[config.mk]
export PLATFORM = sky130hd
export DESIGN_NAME = acs_sequencer
export DESIGN_NICKNAME = d
export VERILOG_FILES = /design/src/design/acs_pkg.sv /design/src/design/acs_sequencer.sv
export SDC_FILE = /design/constraint.sdc
export NUM_CORES = 1
export LEC_CHECK = 0
export ABC_CLOCK_PERIOD_IN_PS = 3700
export BUFFER_PORTS_ARGS = -buffer_cell sky130_fd_sc_hd__buf_4
export CORE_MARGIN = 2
export CORE_UTILIZATION = 43
export DETAILED_ROUTE_END_ITERATION = 12
export PLACE_DENSITY = 0.68
export SETUP_SLACK_MARGIN = 0.4
export SYNTH_ARGS = -nofsm -noshare
export SYNTH_HDL_FRONTEND = slang
export SYNTH_SLANG_ARGS = --single-unit
[constraint.sdc]
create_clock -name pclk -period 3.7 [get_ports pclk]
set_input_delay 0 -clock pclk [delete_from_list [all_inputs] [get_ports pclk]]
set_output_delay 0 -clock pclk [all_outputs]
set_load 0.02 [all_outputs]
[src/design/acs_pkg.sv]
// Package with register map, field layout, timing counts and types of the conversion sequencer.
package acs_pkg;
   // Register byte addresses on the APB.
   localparam logic [7:0] ADDR_SELECT   = 8'h00;
   localparam logic [7:0] ADDR_CTRL_A   = 8'h04;
   localparam logic [7:0] ADDR_CTRL_B   = 8'h08;
   localparam logic [7:0] ADDR_RES_LOW  = 8'h0C;
   localparam logic [7:0] ADDR_RES_HIGH = 8'h10;
   // Field positions in input_select_reg.
   localparam int SEL_CHAN_LSB = 0;
   localparam int SEL_LEFT_BIT = 5;
   localparam int SEL_REF_LSB  = 6;
   // Field positions in converter_ctrl_a and converter_ctrl_b.
   localparam int CA_PS_LSB    = 0;
   localparam int CA_FLAG_BIT  = 4;
   localparam int CA_AUTO_BIT  = 5;
   localparam int CA_START_BIT = 6;
   localparam int CA_EN_BIT    = 7;
   localparam int CB_TS_LSB    = 0;
   // Reset values.
   localparam logic [2:0] PS_RST = 3'h0;
   localparam logic [2:0] TS_RST = 3'h0;
   // Trigger source code that selects the completion flag (free running).
   localparam logic [2:0] FREE_RUN_SRC = 3'h0;
   // Conversion lengths and sample points in converter clock half cycles.
   localparam logic [5:0] HALF_NORM  = 6'h1A;
   localparam logic [5:0] HALF_FIRST = 6'h32;
   localparam logic [5:0] HALF_AUTO  = 6'h1B;
   localparam logic [5:0] SH_NORM    = 6'h03;
   localparam logic [5:0] SH_FIRST   = 6'h1B;
   localparam logic [5:0] SH_AUTO    = 6'h04;
   localparam logic [5:0] LAST_CYCLE = 6'h02;
   // Sequencer states.
   typedef enum logic [1:0] {
      ST_IDLE = 2'b00,
      ST_WAIT = 2'b01,
      ST_CONV = 2'b10
   } acs_state_type;
   // Channel and reference selection as handed to the analog core.
   typedef struct packed {
      logic [1:0] ref_sel;
      logic [3:0] chan;
   } acs_sel_type;
endpackage

[src/design/acs_sequencer.sv]
// Conversion sequencer of a 10-bit converter with APB registers and prescaler.
//
// How it works
// - Ten-bit result, right or left justified.
// - Selections ignored until converter enabled.
// - Low byte read locks results until high.
// - Completion flag set even when result discarded.
// - Start bit begins conversion, cleared at end.
// - Channel change waits for final converter cycle.
// - Trigger edge resets prescaler, starts conversion.
// - Held trigger or edges mid-conversion ignored.
// - Flags set regardless; software clears trigger flag.
// - Completion flag source means free running.
// - Start bit works under auto-trigger; reads busy.
// - Prescaler divides clock, reset while disabled.
// - Written start begins on next clock rise.
// - Thirteen cycles, twenty-five for first conversion.
// - Sample at 1.5 or 13.5 cycles.
// - Completion writes result, flag, clears start.
// - Auto-trigger: sample two cycles, 13.5 total.
// - Free running restarts immediately, start stays set.
// - Selections track temp register until start.
// - Tracking resumes in final converter cycle.
//
// The APB register port and the register addresses were decided locally.
`timescale 1ns/1ps
module acs_sequencer (
   // Clock and reset.
   input  wire logic              pclk,
   input  wire logic              presetn,
   // APB slave.
   input  wire logic              psel,
   input  wire logic              penable,
   input  wire logic              pwrite,
   input  wire logic [7:0]        paddr,
   input  wire logic [31:0]       pwdata,
   output logic [31:0]            prdata,
   output logic                   pready,
   output logic                   pslverr,
   // On-chip trigger sources, same clock.
   input  wire logic [7:0]        trig_src,
   // Analog sampling core.
   input  wire logic [9:0]        core_result,
   output logic                   adc_clk,
   output logic                   sample_hold,
   output logic                   conv_active,
   output acs_pkg::acs_sel_type   act_sel
);
   acs_pkg::acs_state_type state_q, state_d;
   acs_pkg::acs_sel_type   tmp_sel_q, tmp_sel_d, act_sel_q, act_sel_d;
   logic       left_q, left_d, en_q, en_d, auto_q, auto_d, flag_q, flag_d;
   logic       lock_q, lock_d, first_q, first_d, trig_prev_q, sample_q, sample_d;
   logic       adc_clk_q, adc_clk_d, active_q, active_d;
   logic       pready_q, pready_d, pslverr_q, pslverr_d;
   logic [2:0] ps_q, ps_d, ts_q, ts_d, trig_dly_q, trig_dly_d;
   logic [5:0] hcnt_q, hcnt_d, total_q, total_d, sh_q, sh_d;
   logic [6:0] pcnt_q, pcnt_d;
   logic [9:0] res_q, res_d;
   logic [31:0] prdata_q, prdata_d;
   logic       wr, rd, rise_tick, fall_tick, trig_go, trig_edge, done, track;
   logic [7:0] div;

   // Division ratio of the prescaler; codes 0 and 1 both divide by two.
   function automatic logic [7:0] div_of(input logic [2:0] ps);
      div_of = (ps == 3'h0) ? 8'h02 : 8'h01 << ps;
   endfunction

   // Bus strobes: a transfer takes effect only at the edge that completes it.
   assign wr = psel & penable & pready_q & pwrite;
   assign rd = psel & penable & pready_q & ~pwrite;

   // Trigger edge detect on the selected source; only edges outside a conversion count.
   assign trig_edge = trig_src[ts_q] & ~trig_prev_q;
   assign trig_go   = trig_dly_q[2] & en_q & auto_q & (state_q != acs_pkg::ST_CONV);

   // Prescaler ticks; the rise tick is the converter clock's rising edge.
   assign div       = div_of(ps_q);
   assign rise_tick = en_q & ~trig_go & (pcnt_q == div[6:0] - 7'h01);
   assign fall_tick = en_q & ~trig_go & (pcnt_q == div[7:1] - 7'h01);

   // Prescaler next state.
   always_comb begin
      pcnt_d    = pcnt_q + 7'h01;
      adc_clk_d = adc_clk_q;
      if (!en_q || trig_go) begin
         // A trigger restarts the count so its delay to sampling is fixed.
         pcnt_d    = 7'h00;
         adc_clk_d = en_q;
      end else if (rise_tick) begin
         pcnt_d    = 7'h00;
         adc_clk_d = 1'b1;
      end else if (fall_tick) begin
         adc_clk_d = 1'b0;
      end
   end

   // Selections follow the temporary register except inside the locked part of a conversion.
   assign track = (state_q != acs_pkg::ST_CONV) || (hcnt_q + acs_pkg::LAST_CYCLE >= total_q);

   // Sequencer, flag and result next state.
   always_comb begin
      state_d    = state_q;
      hcnt_d     = hcnt_q;
      total_d    = total_q;
      sh_d       = sh_q;
      first_d    = first_q;
      flag_d     = flag_q;
      lock_d     = lock_q;
      res_d      = res_q;
      sample_d   = 1'b0;
      done       = 1'b0;
      act_sel_d  = act_sel_q;
      tmp_sel_d  = tmp_sel_q;
      left_d     = left_q;
      en_d       = en_q;
      auto_d     = auto_q;
      ps_d       = ps_q;
      ts_d       = ts_q;
      trig_dly_d = {trig_dly_q[1:0], trig_edge & auto_q & en_q & (ts_q != acs_pkg::FREE_RUN_SRC)
                    & (state_q != acs_pkg::ST_CONV)};
      if (en_q && track) begin
         act_sel_d = tmp_sel_q;
      end
      // Register writes.
      if (wr && paddr == acs_pkg::ADDR_SELECT) begin
         tmp_sel_d.chan    = pwdata[acs_pkg::SEL_CHAN_LSB +: 4];
         tmp_sel_d.ref_sel = pwdata[acs_pkg::SEL_REF_LSB +: 2];
         left_d            = pwdata[acs_pkg::SEL_LEFT_BIT];
      end
      if (wr && paddr == acs_pkg::ADDR_CTRL_A) begin
         en_d   = pwdata[acs_pkg::CA_EN_BIT];
         auto_d = pwdata[acs_pkg::CA_AUTO_BIT];
         ps_d   = pwdata[acs_pkg::CA_PS_LSB +: 3];
         if (pwdata[acs_pkg::CA_FLAG_BIT]) begin
            flag_d = 1'b0;
         end
      end
      if (wr && paddr == acs_pkg::ADDR_CTRL_B) begin
         ts_d = pwdata[acs_pkg::CB_TS_LSB +: 3];
      end
      // Reading the low byte locks the result pair until the high byte is read.
      if (rd && paddr == acs_pkg::ADDR_RES_LOW) begin
         lock_d = 1'b1;
      end
      if (rd && paddr == acs_pkg::ADDR_RES_HIGH) begin
         lock_d = 1'b0;
      end
      // Conversion sequence.
      case (state_q)
         acs_pkg::ST_IDLE: begin
            if (wr && paddr == acs_pkg::ADDR_CTRL_A && pwdata[acs_pkg::CA_START_BIT]
                && pwdata[acs_pkg::CA_EN_BIT]) begin
               state_d = acs_pkg::ST_WAIT;
            end
         end
         acs_pkg::ST_WAIT: begin
            if (rise_tick) begin
               state_d = acs_pkg::ST_CONV;
               hcnt_d  = 6'h00;
               total_d = first_q ? acs_pkg::HALF_FIRST : acs_pkg::HALF_NORM;
               sh_d    = first_q ? acs_pkg::SH_FIRST : acs_pkg::SH_NORM;
            end
         end
         acs_pkg::ST_CONV: begin
            if (fall_tick || rise_tick) begin
               hcnt_d = hcnt_q + 6'h01;
               if (hcnt_q + 6'h01 == sh_q) begin
                  sample_d = 1'b1;
               end
               if (hcnt_q + 6'h01 == total_q) begin
                  done    = 1'b1;
                  first_d = 1'b0;
                  if (auto_q && ts_q == acs_pkg::FREE_RUN_SRC) begin
                     // Free running: next conversion begins at once, start bit stays set.
                     hcnt_d  = 6'h00;
                     total_d = acs_pkg::HALF_NORM;
                     sh_d    = acs_pkg::SH_NORM;
                  end else begin
                     state_d = acs_pkg::ST_IDLE;
                  end
               end
            end
         end
         default: begin
            state_d = acs_pkg::ST_IDLE;
         end
      endcase
      // Auto trigger, after three cycles of synchronisation.
      if (trig_go) begin
         state_d = acs_pkg::ST_CONV;
         hcnt_d  = 6'h00;
         total_d = first_q ? acs_pkg::HALF_FIRST : acs_pkg::HALF_AUTO;
         sh_d    = first_q ? acs_pkg::SH_FIRST : acs_pkg::SH_AUTO;
      end
      // Completion: the flag is set even when the locked result is discarded.
      if (done) begin
         flag_d = 1'b1;
         if (!lock_q) begin
            res_d = core_result;
         end
      end
      // Disabling aborts any conversion and rearms the long first conversion.
      if (!en_d) begin
         state_d    = acs_pkg::ST_IDLE;
         first_d    = 1'b1;
         trig_dly_d = 3'h0;
      end
      active_d = (state_d == acs_pkg::ST_CONV);
   end

   // Read data is prepared in the setup cycle, so every transfer has no wait state.
   always_comb begin
      prdata_d  = 32'h0000_0000;
      pslverr_d = 1'b0;
      pready_d  = psel & ~penable;
      if (psel && !penable && !pwrite) begin
         case (paddr)
            acs_pkg::ADDR_SELECT: begin
               prdata_d[7:0] = {tmp_sel_q.ref_sel, left_q, 1'b0, tmp_sel_q.chan};
            end
            acs_pkg::ADDR_CTRL_A: begin
               prdata_d[7:0] = {en_q, state_q != acs_pkg::ST_IDLE, auto_q, flag_q, 1'b0, ps_q};
            end
            acs_pkg::ADDR_CTRL_B: begin
               prdata_d[7:0] = {5'h00, ts_q};
            end
            acs_pkg::ADDR_RES_LOW: begin
               prdata_d[7:0] = left_q ? {res_q[1:0], 6'h00} : res_q[7:0];
            end
            acs_pkg::ADDR_RES_HIGH: begin
               prdata_d[7:0] = left_q ? res_q[9:2] : {6'h00, res_q[9:8]};
            end
            default: begin
               pslverr_d = 1'b1;
            end
         endcase
      end else if (psel && !penable) begin
         pslverr_d = !(paddr inside {acs_pkg::ADDR_SELECT, acs_pkg::ADDR_CTRL_A,
                                     acs_pkg::ADDR_CTRL_B, acs_pkg::ADDR_RES_LOW,
                                     acs_pkg::ADDR_RES_HIGH});
      end
   end

   // All state registers.
   always_ff @(posedge pclk or negedge presetn) begin
      if (!presetn) begin
         state_q     <= acs_pkg::ST_IDLE;
         tmp_sel_q   <= '0;
         act_sel_q   <= '0;
         left_q      <= 1'b0;
         en_q        <= 1'b0;
         auto_q      <= 1'b0;
         flag_q      <= 1'b0;
         lock_q      <= 1'b0;
         first_q     <= 1'b1;
         trig_prev_q <= 1'b0;
         sample_q    <= 1'b0;
         adc_clk_q   <= 1'b0;
         active_q    <= 1'b0;
         ps_q        <= acs_pkg::PS_RST;
         ts_q        <= acs_pkg::TS_RST;
         trig_dly_q  <= 3'h0;
         hcnt_q      <= 6'h00;
         total_q     <= acs_pkg::HALF_NORM;
         sh_q        <= acs_pkg::SH_NORM;
         pcnt_q      <= 7'h00;
         res_q       <= 10'h000;
         prdata_q    <= 32'h0000_0000;
         pready_q    <= 1'b0;
         pslverr_q   <= 1'b0;
      end else begin
         state_q     <= state_d;
         tmp_sel_q   <= tmp_sel_d;
         act_sel_q   <= act_sel_d;
         left_q      <= left_d;
         en_q        <= en_d;
         auto_q      <= auto_d;
         flag_q      <= flag_d;
         lock_q      <= lock_d;
         first_q     <= first_d;
         trig_prev_q <= trig_src[ts_q];
         sample_q    <= sample_d;
         adc_clk_q   <= adc_clk_d;
         active_q    <= active_d;
         ps_q        <= ps_d;
         ts_q        <= ts_d;
         trig_dly_q  <= trig_dly_d;
         hcnt_q      <= hcnt_d;
         total_q     <= total_d;
         sh_q        <= sh_d;
         pcnt_q      <= pcnt_d;
         res_q       <= res_d;
         prdata_q    <= prdata_d;
         pready_q    <= pready_d;
         pslverr_q   <= pslverr_d;
      end
   end

   // Outputs straight from flip-flops.
   assign prdata      = prdata_q;
   assign pready      = pready_q;
   assign pslverr     = pslverr_q;
   assign adc_clk     = adc_clk_q;
   assign sample_hold = sample_q;
   assign conv_active = active_q;
   assign act_sel     = act_sel_q;
endmodule

==> results.md <==
* Status: finished clean
* Via count at 3016
* Port buffer count at 57
* Mapped Cells at 366
* CP Max Fanout at 16
* CP arrival at 3.42 ns
* Num ports at 106
* Leakage at 2.24 nW
* Setup-failing EPs final at 0
* Skew-Pair Late Insertion Delay at 0.36 ns
* Period minus WS final at 3.17 ns
* First-pass detailed-route iteration total at 4
* # diodes at 0
* Maximum number of pins on one net before global-route repair at 71
* Post-DP HPWL at 6270 um
* CP Launch Type: flop
* Die Width at 99.1 um
* Crit. End Element: flop
* Worst slew pin tran at 0.883 ns
* Worst path cell trace: or3_1 -> ha_1 -> xor2_1 -> o211ai_1 -> a211oi_1 -> o211ai_1 -> buf_4 -> o21ai_1 -> buf_4 -> o21ai_0 -> a22o_1
* DR iter-0 viols at 102
* Post-synthesis cell type count at 63
* YS warnings at 0
* Slew headroom at 0.412
* Most Used Layer, Global Route: met2
* Gpl congestion at 0.860
* FP Rows at 34
* H-tree Lvls at 3
* DR vias/cell at 5.34
* Met2 GRT Util at 0.312
* Grt ovf at 0
* Area growth from synthesis to layout at 22.8%
* Commonest cells post-synth: dfrtp_1, mux2_2, buf_4, nor2_1, a21oi_1
* Crit path kind: flop to flop
* Clock Sinks at 70
* TritonCTS clock tree: built
* Family with the most delay on the worst path: compound AO/OA/AOI/OAI gates
* Slowest-stage cell, CP: dfrtp_2
* Cell Pwr Density at 316 mW/mm^2
* Fraction of the mapped netlist area in compound gates at 0.141
* Fin nets at 522
* Initial antenna violation count at 0
* Hold WC Path Type: input pin to flop
* # DRC at 0
* WL/cell at 16.0 um
* Worst Skew at 0.0125 ns
* CP max stage delay at 0.52 ns
* Simple-gate share of the synthesized area at 0.141
* Initial core utilization at 0.444
* Die ar. at 0.00982 mm^2
* First-pass GRT wire length at 14600 um
* Post-Syn Area at 0.00389 mm^2
* Ys async rst share at 1.00
* Adder-Cell Fraction of Synth Area at 0.0225
* Met1 Usage GRT at 0.240
* Ys flop type: dfrtp_1
* Clock-pin slew on the worst setup and hold paths at 0.08 ns
* WP buf/inv at 2
* Mean instance size in the synthesized netlist at 10.6 um^2
* Fill cells at 776
* Total negative setup slack at 0 ns
* ANT nets after route at 0
* Flops & latches, synth at 70
* Core Area at 0.00876 mm^2
* Top post-synthesis cells by area: dfrtp_1, mux2_2, buf_4, xnor2_1, a21oi_1
* Pins Over Slew Limit at 0
* Placement Cell Area at 0.00432 mm^2
* Clock Tree Root: clkbuf_8
* RSZ-0062 raised after global routing: no
* Peak VDD IR at 0.251 mV
* Mux share of post-synthesis cell area at 0.115
* Yosys top cell area share at 0.431
* Grt met3 use at 0.0513
* Clk buf depth at 2
* Post-synth EDFFs at 0
* DIE HEIGHT at 99.1 um
* Max-Cap Viols at 0
* Seq/Total Area, Yosys at 0.451
* XOR/XNOR share of the synthesized area at 0.0486
* Vias in the first global route at 2956
* Req. time, crit path at 3.95 ns
* Area leader, netlist: dfrtp_1
* Total Routed Length at 9060 um
* Final Hold Vio Count at 0
* GR Util All Layers at 0.190
* Largest family of logic cells by synthesized area: compound AO/OA/AOI/OAI gates
* Cts bufs inserted at 9
* Post-route clock period utilization at 0.855
* Final instance area at 0.00478 mm^2
* Max Freq at 316 MHz
* Fraction of layout cells with a size suffix above 1 at 0.287
* Most common cell in the netlist: dfrtp_1
==> cell families (layout without fill, tap and decap cells) <==
kind of cell / Yosys count / after routing
AO/OA/AOI/OAI: 80 / 80
XOR/XNOR: 20 / 20
other: 1 / 24
adder cells (fa/ha/maj): 7 / 7
buffers and inverters: 52 / 120
multiplexers: 38 / 38
AND/OR/NAND/NOR: 98 / 98
flip-flops: 70 / 70
==> area by class of cell <==
class / instances / area (um^2) / area share
Clock buffer: 10 / 128 / 0.0267
Clock inverter: 6 / 68.8 / 0.0144
Inverter: 17 / 63.8 / 0.0134
Multi-Input combinational cell: 267 / 1910 / 0.400
Sequential cell: 70 / 1760 / 0.368
Tap cell: 108 / 135 / 0.0283
Timing Repair Buffer: 87 / 713 / 0.149
==> sequential cells by signal, summed over array words and instances, names as in the netlist, 2 cells and up <==
| signal | cells |
|---|---|
| act_sel | 6 |
| hcnt_q | 6 |
| pcnt_q | 7 |
| prdata | 8 |
| ps_q | 3 |
| res_q | 10 |
| sh_q | 2 |
| state_q | 2 |
| tmp_sel_q | 6 |
| total_q | 2 |
| trig_dly_q | 3 |
| ts_q | 3 |
==> cells in the final DEF, fill, tap and decap left out, types with 6 or more instances in the layout <==
cell type,count
nor2b_1,6
dlygate4sd3_1,24
conb_1,24
inv_1,16
ha_1,7
o21ai_0,13
nand2_1,20
mux2_2,31
nand3_1,11
dfrtp_1,66
buf_4,63
clkbuf_8,9
nor2_1,24
xnor2_1,14
and3_1,9
a21oi_1,21
==> power by group <==
part	total [mW]	internal (mW)	switching, mW
Sequential	0.769	0.767	0.00230
Combinational	0.109	0.0507	0.0584
Clock	0.632	0.316	0.316
Total	1.51	1.13	0.376
==> worst paths after layout <==
check                                    from             to  cells past startpoint  slack, ns
min in group asynchronous             presetn      hcnt_q[4]                      2       0.28
max in group asynchronous             presetn        ps_q[2]                      2       2.78
worst min-delay path                 paddr[3]      prdata[7]                      4       0.02
worst min register to register  trig_dly_q[0]  trig_dly_q[1]                      1       0.47
worst max-delay path                  ps_q[2]        sh_q[3]                     11       0.53
worst max register to register        ps_q[2]        sh_q[3]                     11       0.53
==> timing repair <==
item                                   4_1_cts  5_1_grt
hold buffers                                24        0
endpoints found under the hold margin       96        0
buffers inserted                             2        0
resized for setup                            1        1
setup endpoints to repair                   14       15
==> worst min-delay path, stage by stage <==
cell	delay (ns)
buf_4	0.13
nor3b_4	0.08
nand2_1	0.07
a21oi_1	0.06
==> metrics by stage <==
| step | instances | total power [mW] | worst slack (ns) | util | hold WS, ns |
|---|---|---|---|---|---|
| floorplan | 389 | 0.838 | 0.631 | - | -0.296 |
| global placement | 523 | 0.872 | 0.469 | 0.493 | 0.169 |
| detailed placement | 523 | 0.873 | 0.343 | 0.493 | 0.175 |
| CTS | 565 | 1.52 | 0.495 | 0.545 | 0.0123 |
| global route | 565 | 1.57 | 0.408 | 0.545 | 0.0531 |
| finish | 565 | 1.51 | 0.535 | 0.545 | 0.0240 |
==> per-layer routing <==
metal,wire length [um],share of wire,vias to the layer above
li1,-,-,1451
met1,3930,0.43,1475
met2,4560,0.50,77
met3,409,0.045,13
met4,159,0.018,0
met5,0,0,-
Note: power is estimated with default switching activity, not from simulation.
